### src/rtl/gpppc_pkg.sv
/*
  gpppc_pkg: register map, field positions, reset values and carrier types
  for the port pair pin control block.
  assumes a 32-bit Avalon-MM slave with word addressing in bytes.
*/
package gpppc_pkg;

  // ------------------------------------------------------------
  // sizes
  // ------------------------------------------------------------
  localparam int          gpppc_addr_w   = 8;
  localparam int          gpppc_b_pins   = 4;
  localparam int          gpppc_a_pins   = 8;

  // ------------------------------------------------------------
  // port b register offsets
  // ------------------------------------------------------------
  localparam logic [7:0]  gpppc_off_b_data   = 8'h00;
  localparam logic [7:0]  gpppc_off_b_oe     = 8'h04;
  localparam logic [7:0]  gpppc_off_b_fs2    = 8'h0c;
  localparam logic [7:0]  gpppc_off_b_fs3    = 8'h10;
  localparam logic [7:0]  gpppc_off_b_pup    = 8'h2c;
  localparam logic [7:0]  gpppc_off_b_ie     = 8'h38;

  // ------------------------------------------------------------
  // port a register offsets
  // ------------------------------------------------------------
  localparam logic [7:0]  gpppc_off_a_fs3    = 8'h40;
  localparam logic [7:0]  gpppc_off_a_pup    = 8'h44;
  localparam logic [7:0]  gpppc_off_a_ie     = 8'h48;

  // ------------------------------------------------------------
  // field layout and reset values
  // ------------------------------------------------------------
  localparam logic [1:0]  gpppc_b_fs2_mask   = 2'h3;
  localparam logic [1:0]  gpppc_a_fs3_mask   = 2'h3;
  localparam int          gpppc_a_fs3_lsb    = 6;
  localparam logic [3:0]  gpppc_b_reset      = 4'h0;
  localparam logic [7:0]  gpppc_a_reset      = 8'h00;
  localparam logic [31:0] gpppc_unmapped_rd  = 32'h00000000;

  // ------------------------------------------------------------
  // carriers
  // ------------------------------------------------------------
  typedef struct packed {
    logic [3:0] data;
    logic [3:0] oe;
    logic [1:0] fs2;
    logic [3:0] fs3;
    logic [3:0] pup;
    logic [3:0] ie;
  } gpppc_b_regs_type;

  typedef struct packed {
    logic [1:0] fs3;
    logic [7:0] pup;
    logic [7:0] ie;
  } gpppc_a_regs_type;

  typedef struct packed {
    logic external_interrupt_three;
    logic external_interrupt_two;
    logic timer_six_capture_input_one;
    logic timer_six_capture_input_zero;
    logic timer_one_capture_input_one;
    logic timer_one_capture_input_zero;
    logic timer_zero_capture_input_one;
    logic timer_zero_capture_input_zero;
  } gpppc_periph_type;

endpackage

### src/rtl/gpppc_top.sv
/*
  gpppc_top: register slave and pin control for a 4-bit port (b) and the
  timer select, pull-up and input enable of an 8-bit port (a).
  holds the bus handshake, one flip-flop register per control field,
  the data read view, the routing of enabled pin levels to the interrupt
  and timer capture inputs, and of raw pin levels to the converter inputs.
  assumes pin inputs synchronous to clk and an Avalon-MM master that holds
  its request until waitrequest is seen low.
  assumes the pad cells take the output enable high as drive, and that
  software keeps at most one select bit set for any pin.
*/
// The Avalon-MM interface to the registers was chosen for this implementation.
`timescale 1ns/100ps
`default_nettype none

// Summary of operation
// - port b has four bidirectional pins
// - direction chosen independently per bit
// - pins route to converter, interrupts, timer
// - reset: all off, plain I/O
// - both select bits zero means plain I/O; interrupt lines still follow enabled inputs
// - enabled input reaches interrupt outside stop
// - data at zero, output enable at four
// - selects 0x0c/0x10, pull-up 0x2c, input 0x38
// - port a bits 7,6 select timer zero
// - port a pull-up bits 7 to 0
// - port a input enable, resets zero
// - port b data bits 3 to 0
// - port b output enable bits 3 to 0
// - port b bits 1,0 select interrupts three,two; the interrupt routing ignores these bits
// - port b timer six and one selects
// - port b pull-up bits 3 to 0
// - port b input enable bits 3 to 0

module gpppc_top
  import gpppc_pkg::*;
(
  input  wire logic                     clk,
  input  wire logic                     rst_b,
  input  wire logic [gpppc_addr_w-1:0]  avs_address,
  input  wire logic                     avs_read,
  input  wire logic                     avs_write,
  input  wire logic [31:0]              avs_writedata,
  input  wire logic [3:0]               avs_byteenable,
  output logic [31:0]                   avs_readdata,
  output logic                          avs_waitrequest,
  input  wire logic                     stop_mode,
  input  wire logic [3:0]               port_b_pin_in,
  output logic [3:0]                    port_b_pin_out,
  output logic [3:0]                    port_b_pin_oe,
  output logic [3:0]                    port_b_pullup_on,
  output logic [3:0]                    port_b_input_buffer_on,
  output logic [3:0]                    port_b_analog_level,
  input  wire logic [7:0]               port_a_pin_in,
  output logic [7:0]                    port_a_pullup_on,
  output logic [7:0]                    port_a_input_buffer_on,
  output gpppc_periph_type              periph
);

  // ----------------------------------------------------------
  // state
  // ----------------------------------------------------------
  gpppc_b_regs_type  regs_b;
  gpppc_a_regs_type  regs_a;
  logic              ack;
  logic              wr_en;
  logic [31:0]       next_readdata;
  logic [3:0]        b_data_view;
  logic [3:0]        b_data;
  logic [3:0]        b_oe;
  logic [1:0]        b_fs2;
  logic [3:0]        b_fs3;
  logic [3:0]        b_pup;
  logic [3:0]        b_ie;
  logic [1:0]        a_fs3;
  logic [7:0]        a_pup;
  logic [7:0]        a_ie;

  // byte lane 0 carries every implemented field
  function automatic logic hit(input logic [7:0] off);
    hit = wr_en && (avs_address == off) && avs_byteenable[0];
  endfunction

  // ----------------------------------------------------------
  // bus handshake: one wait cycle then answer
  // ----------------------------------------------------------
  typedef enum {
    bus_idle,
    bus_answer
  } gpppc_bus_state_type;

  gpppc_bus_state_type bus_state;
  gpppc_bus_state_type next_bus_state;

  // every request, mapped or not, gets the same single wait
  always_comb
  begin
    next_bus_state = bus_state;
    case (bus_state)
      bus_idle:
        if (avs_read || avs_write)
          next_bus_state = bus_answer;
      bus_answer:
        next_bus_state = bus_idle;
      default:
        next_bus_state = bus_idle;
    endcase
  end

  always_ff @(posedge clk)
  begin
    if (!rst_b)
      bus_state <= bus_idle;
    else
      bus_state <= next_bus_state;
  end

  assign ack             = (bus_state == bus_answer);
  assign avs_waitrequest = (avs_read || avs_write) && !ack;
  assign wr_en           = avs_write && !ack;

  // ----------------------------------------------------------
  // port b registers
  // ----------------------------------------------------------
  // data latch
  always_ff @(posedge clk)
  begin
    if (!rst_b)
      b_data <= gpppc_b_reset;
    else if (hit(gpppc_off_b_data))
      b_data <= avs_writedata[3:0];
  end

  // output enables
  always_ff @(posedge clk)
  begin
    if (!rst_b)
      b_oe <= gpppc_b_reset;
    else if (hit(gpppc_off_b_oe))
      b_oe <= avs_writedata[3:0];
  end

  // interrupt selects
  always_ff @(posedge clk)
  begin
    if (!rst_b)
      b_fs2 <= gpppc_b_reset[1:0];
    else if (hit(gpppc_off_b_fs2))
      b_fs2 <= avs_writedata[1:0] & gpppc_b_fs2_mask;
  end

  // timer selects
  always_ff @(posedge clk)
  begin
    if (!rst_b)
      b_fs3 <= gpppc_b_reset;
    else if (hit(gpppc_off_b_fs3))
      b_fs3 <= avs_writedata[3:0];
  end

  // pull-up enables
  always_ff @(posedge clk)
  begin
    if (!rst_b)
      b_pup <= gpppc_b_reset;
    else if (hit(gpppc_off_b_pup))
      b_pup <= avs_writedata[3:0];
  end

  // input enables
  always_ff @(posedge clk)
  begin
    if (!rst_b)
      b_ie <= gpppc_b_reset;
    else if (hit(gpppc_off_b_ie))
      b_ie <= avs_writedata[3:0];
  end

  // ----------------------------------------------------------
  // port a registers
  // ----------------------------------------------------------
  // timer selects on bits 7 and 6
  always_ff @(posedge clk)
  begin
    if (!rst_b)
      a_fs3 <= gpppc_a_reset[1:0];
    else if (hit(gpppc_off_a_fs3))
      a_fs3 <= avs_writedata[gpppc_a_fs3_lsb +: 2] & gpppc_a_fs3_mask;
  end

  // pull-up enables
  always_ff @(posedge clk)
  begin
    if (!rst_b)
      a_pup <= gpppc_a_reset;
    else if (hit(gpppc_off_a_pup))
      a_pup <= avs_writedata[7:0];
  end

  // input enables
  always_ff @(posedge clk)
  begin
    if (!rst_b)
      a_ie <= gpppc_a_reset;
    else if (hit(gpppc_off_a_ie))
      a_ie <= avs_writedata[7:0];
  end

  // ----------------------------------------------------------
  // register views
  // ----------------------------------------------------------
  // port b view
  assign regs_b = '{
    data: b_data,
    oe:   b_oe,
    fs2:  b_fs2,
    fs3:  b_fs3,
    pup:  b_pup,
    ie:   b_ie
  };

  // port a view
  assign regs_a = '{
    fs3: a_fs3,
    pup: a_pup,
    ie:  a_ie
  };

  // ----------------------------------------------------------
  // read path
  // ----------------------------------------------------------
  generate
    for (genvar i = 0; i < gpppc_b_pins; i++)
    begin : g_view
      assign b_data_view[i] = regs_b.ie[i] ? port_b_pin_in[i] :
                              (regs_b.oe[i] & regs_b.data[i]);
    end
  endgenerate

  always_comb
  begin
    next_readdata = gpppc_unmapped_rd;
    case (avs_address)
      gpppc_off_b_data: next_readdata[3:0] = b_data_view;
      gpppc_off_b_oe:   next_readdata[3:0] = regs_b.oe;
      gpppc_off_b_fs2:  next_readdata[1:0] = regs_b.fs2;
      gpppc_off_b_fs3:  next_readdata[3:0] = regs_b.fs3;
      gpppc_off_b_pup:  next_readdata[3:0] = regs_b.pup;
      gpppc_off_b_ie:   next_readdata[3:0] = regs_b.ie;
      gpppc_off_a_fs3:  next_readdata[gpppc_a_fs3_lsb +: 2] = regs_a.fs3;
      gpppc_off_a_pup:  next_readdata[7:0] = regs_a.pup;
      gpppc_off_a_ie:   next_readdata[7:0] = regs_a.ie;
      default:          next_readdata = gpppc_unmapped_rd;
    endcase
  end

  always_ff @(posedge clk)
  begin
    if (!rst_b)
      avs_readdata <= gpppc_unmapped_rd;
    else if (avs_read && !ack)
      avs_readdata <= next_readdata;
  end

  // ----------------------------------------------------------
  // pin and peripheral routing
  // ----------------------------------------------------------
  logic [3:0] b_in;
  logic [7:0] a_in;

  always_comb
  begin
    b_in = port_b_pin_in & regs_b.ie & {4{!stop_mode}};
    a_in = port_a_pin_in & regs_a.ie & {8{!stop_mode}};
  end

  // port b pad controls, one clock behind the registers
  always_ff @(posedge clk)
  begin
    if (!rst_b)
    begin
      port_b_pin_out         <= gpppc_b_reset;
      port_b_pin_oe          <= gpppc_b_reset;
      port_b_pullup_on       <= gpppc_b_reset;
      port_b_input_buffer_on <= gpppc_b_reset;
    end
    else
    begin
      port_b_pin_out         <= regs_b.data;
      port_b_pin_oe          <= regs_b.oe;
      port_b_pullup_on       <= regs_b.pup;
      port_b_input_buffer_on <= regs_b.ie;
    end
  end

  // converter path takes the raw pin level
  always_ff @(posedge clk)
  begin
    if (!rst_b)
      port_b_analog_level <= gpppc_b_reset;
    else
      port_b_analog_level <= port_b_pin_in;
  end

  // port a pad controls
  always_ff @(posedge clk)
  begin
    if (!rst_b)
    begin
      port_a_pullup_on       <= gpppc_a_reset;
      port_a_input_buffer_on <= gpppc_a_reset;
    end
    else
    begin
      port_a_pullup_on       <= regs_a.pup;
      port_a_input_buffer_on <= regs_a.ie;
    end
  end

  // peripheral inputs
  always_ff @(posedge clk)
  begin
    if (!rst_b)
      periph <= '0;
    else
    begin
      // interrupt lines follow enabled inputs whatever the selects say
      periph.external_interrupt_three      <= b_in[1];
      periph.external_interrupt_two        <= b_in[0];
      // timer captures also need their select bit
      periph.timer_six_capture_input_one   <= b_in[3] & regs_b.fs3[3];
      periph.timer_six_capture_input_zero  <= b_in[2] & regs_b.fs3[2];
      periph.timer_one_capture_input_one   <= b_in[1] & regs_b.fs3[1];
      periph.timer_one_capture_input_zero  <= b_in[0] & regs_b.fs3[0];
      periph.timer_zero_capture_input_one  <= a_in[7] & regs_a.fs3[1];
      periph.timer_zero_capture_input_zero <= a_in[6] & regs_a.fs3[0];
    end
  end

endmodule // gpppc_top

`default_nettype wire

### config.mk
export PLATFORM = sky130hd
export DESIGN_NAME = gpppc_top
export DESIGN_NICKNAME = d
export VERILOG_FILES = /design/src/rtl/gpppc_pkg.sv /design/src/rtl/gpppc_top.sv
export SDC_FILE = /design/constraint.sdc
export NUM_CORES = 1
export LEC_CHECK = 0
export BUFFER_PORTS_ARGS = -buffer_cell sky130_fd_sc_hd__buf_2
export CAP_MARGIN = 30
export CORE_UTILIZATION = 56
export CTS_BUF_LIST = sky130_fd_sc_hd__clkbuf_4 sky130_fd_sc_hd__clkbuf_8
export DETAILED_ROUTE_END_ITERATION = 8
export PLACE_DENSITY = 0.88
export SETUP_SLACK_MARGIN = 0.02
export SKIP_LAST_GASP = 1
export SYNTH_ARGS = -nofsm -noshare
export SYNTH_HDL_FRONTEND = slang
export SYNTH_SLANG_ARGS = --single-unit
### constraint.sdc
create_clock -name clk -period 2.7 [get_ports clk]
set_input_delay 0.27 -clock clk [delete_from_list [all_inputs] [get_ports clk]]
set_output_delay 0.27 -clock clk [all_outputs]
set_load 0.03 [all_outputs]
==> impl_results.md <==
- Wirelength, routed: 9290 um
- Startpoint class of the critical path: register
- Peak-usage layer in the global routing report: met2
- Worst-margin pin slew: about 0.6 ns
- Reg-to-Reg Start: bus_state[0]$_SDFFE_PN0N_
- Netlist Area Pre-Place: about 4000 um2
- Syn avg cell area: 9.29 um2
- Final hold vios: 0
- Sequential share of power: a little under three fifths
- Post-CTS Repair Setup Buffers: 0
- CTS H-tree lvls: 3
- HP Class: in -> reg
- P&R area growth vs syn: 12.8%
- Synth top area cells: dfxtp_1 (47%), and2_1 (6.8%), nand2_1 (5.6%)
- Clock Path Buffers: 2
- Post-CTS Resized: 0
- Dpl cells: 581
- NetSw: slightly below 0.6 mW
- WP data arrival: about 2.1 ns
- Via density per instance: between 5 and 6
- Setup-failing EPs final: 0
- Nets: between 500 and 600
- Hold Slack: roughly 0.13 ns
- Crit path max fanout: 13
- Largest net degree at the start of global routing: 33
- Slew Limit Fails: 0
- Root Driver: clkbuf_8
- Fill cells: approximately 600
- Final Wtd Congestion: between 0.9 and 1
- I/O pin total: 138
- Clock-pin slew on the worst setup and hold paths: about 0.080 ns
- Critical path type: reg -> reg
- Die Span Y: 86.3 um
- Crit path launch: bus_state[0]$_SDFFE_PN0N_
- 1st-iter DRT viols: about 220
- Average routed wire per standard cell: approximately 16 um
- GR Overflow Total: 0
- Die ar.: 7440 um2
- CTS Hold Buffers Added: 0
- Comb pwr share: roughly 7.9%
- Most common cell after layout, fill and taps aside: dfxtp_1
- CTS sink count: between 90 and 100
- Vias in the first global route: between 2000 and 3000
- Max-cap violations: 0
- Main synth FF type: dfxtp_1
- Period utilization: between 60 and 70%
- Synth top area share: 46.8%
- Cts bufs inserted: 9
- Layout Skew: about 0.0084 ns
- Fmax: roughly 540 MHz
- Lkg Pwr: 1.82 nW
- Clock Latency Late Sink: around 0.35 ns
- Leading area contributor after synthesis: dfxtp_1
- Via count: 3194
- DRC Markers: 0
- Synth warnings: 0
- N_diodes: 0
- Synth unique cells: 53
- Rows: 30
- Slew HR: 58.4%
- Hold Path Origin: port_b_pin_in[1]
- Post-route minimum period: 1.87 ns
- Critical path capture point type: register
- Met2 Use GR: roughly 44%
- Internal Pwr Total: roughly 1.9 mW
- CTS tree: done
- Post-synth EDFFs: 0
- Worst vdd ir: 0.000302 V
- Status: finished clean
- Final HPWL DP: between 6000 and 7000 um
- First-pass GRT wire length: roughly 15000 um
- Non-filler cells, final: 595
- Antenna violations before repair: 0
- Core Region: 6830 um2
- Grt met1 use: between 30% and 40%
- Sw Share: 23.9%
- Cells after Synth: ~430
- Total negative slack: 0 ns
- Data required, critical path: between 2 and 3 ns
- Clock share of power: between 30% and 40%
- M3 GR Usage: ~4%
- PD cells: between 500 and 600 nW/um2
- Effective utilization at floorplan: between 50% and 60%
- Share of layout cells above drive strength 1: 24.4%
- Commonest cells after routing, fill and taps aside: dfxtp_1 (93), buf_2 (80), nand2_1 (59), and2_1 (43), nand3_1 (39)
- IO buf count: 80
- Ys async rst share: 0%
- Sequential-to-total area share from yosys stat: between 40% and 50%
- Die X: 86.3 um
- RSZ-0062 raised after global routing: false
- Synthesis-stage register bit count: 93
- Antenna viol nets, final: 0
- Total track usage: between 20% and 30%
- DRT Pass-1 Iters: 4
==> final timing paths <==
check	depth (start not counted)	endpoint	slack (ns)
setup / recovery	5	b_oe[0]$_SDFFE_PN0P_	0.83
hold / removal	2	port_b_analog_level[1]$_SDFF_PN0_	0.13
setup reg to reg	5	b_oe[0]$_SDFFE_PN0P_	0.83
hold reg to reg	2	b_fs2[0]$_SDFFE_PN0P_	0.47
==> per-layer routing <==
layer | wire [um] | share of wire (%)
met1 | 3850 | 41
met2 | 4600 | 49
met3 | 615 | 6.6
met4 | 225 | 2.4
met5 | 0 | 0
==> power by group through the flow <==
stage	sequential, mW	clock [mW]	combinational (mW)
after floorplan	1.42	0	0.162
after global placement	1.41	0	0.193
after detailed placement	1.41	0	0.194
after CTS	1.38	0.919	0.195
after global routing	1.38	0.983	0.210
final	1.38	0.909	0.198
==> flip-flops by register name, summed over array words and instances, names as in the netlist, 8 cells and up <==
register                count
a_ie                        8
port_a_pullup_on            8
port_a_input_buffer_on      8
avs_readdata                8
periph                      8
a_pup                       8
==> layout make-up <==
cell class	count	area, um2	share of cell area [%]
timing repair buffer	87	453	10.1
tap	96	120	2.68
sequential	93	1860	41.5
clock buffer	12	153	3.40
multi-input combinational	305	1860	41.5
clock inverter	2	35.0	0.781
==> synth_stat cells (2+ instances only) <==
cell type and number:
a22oi_1 6, nand3_1 39, nor2b_1 11, nand2b_1 3
mux2i_1 6, buf_4 28, a21boi_2 8, nand4b_1 2
and3b_1 2, o21ai_0 4, nand4_1 2, clkbuf_1 13
mux2_2 2, o211ai_1 2, a21oi_1 3, nor4b_4 2
or4b_4 2, and4b_1 2, nor3_1 10, buf_2 9
o2bb2ai_1 2, nor2_1 13, a21boi_0 26, nand2_1 59
a22o_1 5, buf_6 3, dfxtp_1 93, and2_1 43
nor4_1 3, and3_1 2
==> stage by stage <==
step / setup slack (ns) / total power, mW / util, % / area [um2]
2_1_floorplan: 1.02 / 1.58 / - / 4060
3_3_place_gp: 0.670 / 1.60 / 62.9 / 4300
3_5_place_dp: 0.658 / 1.60 / 62.9 / 4300
4_1_cts: 0.841 / 2.49 / 65.6 / 4480
5_1_grt: 0.673 / 2.57 / 65.6 / 4480
6_report: 0.832 / 2.48 / 65.6 / 4480
==> critical path, cell delays in order (launching register included) <==
cell and delay, ns:
dfxtp_1 0.34, and3b_1 0.56, and2_1 0.48, nand2_1 0.19, nand2_1 0.11, a21boi_0 0.08
==> cells by family (layout without fill, tap and decap cells) <==
group | count (synthesis) | after routing | share of synthesized area [%]
AOI/OAI and AO/OA | 68 | 68 | 13.4
other | 1 | 24 | 0.0943
muxes | 8 | 8 | 2.08
DFF | 93 | 93 | 46.8
and+or+nand+nor | 205 | 205 | 29.1
buffers and inverters | 53 | 101 | 8.50
Note: power is estimated with default switching activity, not from simulation.
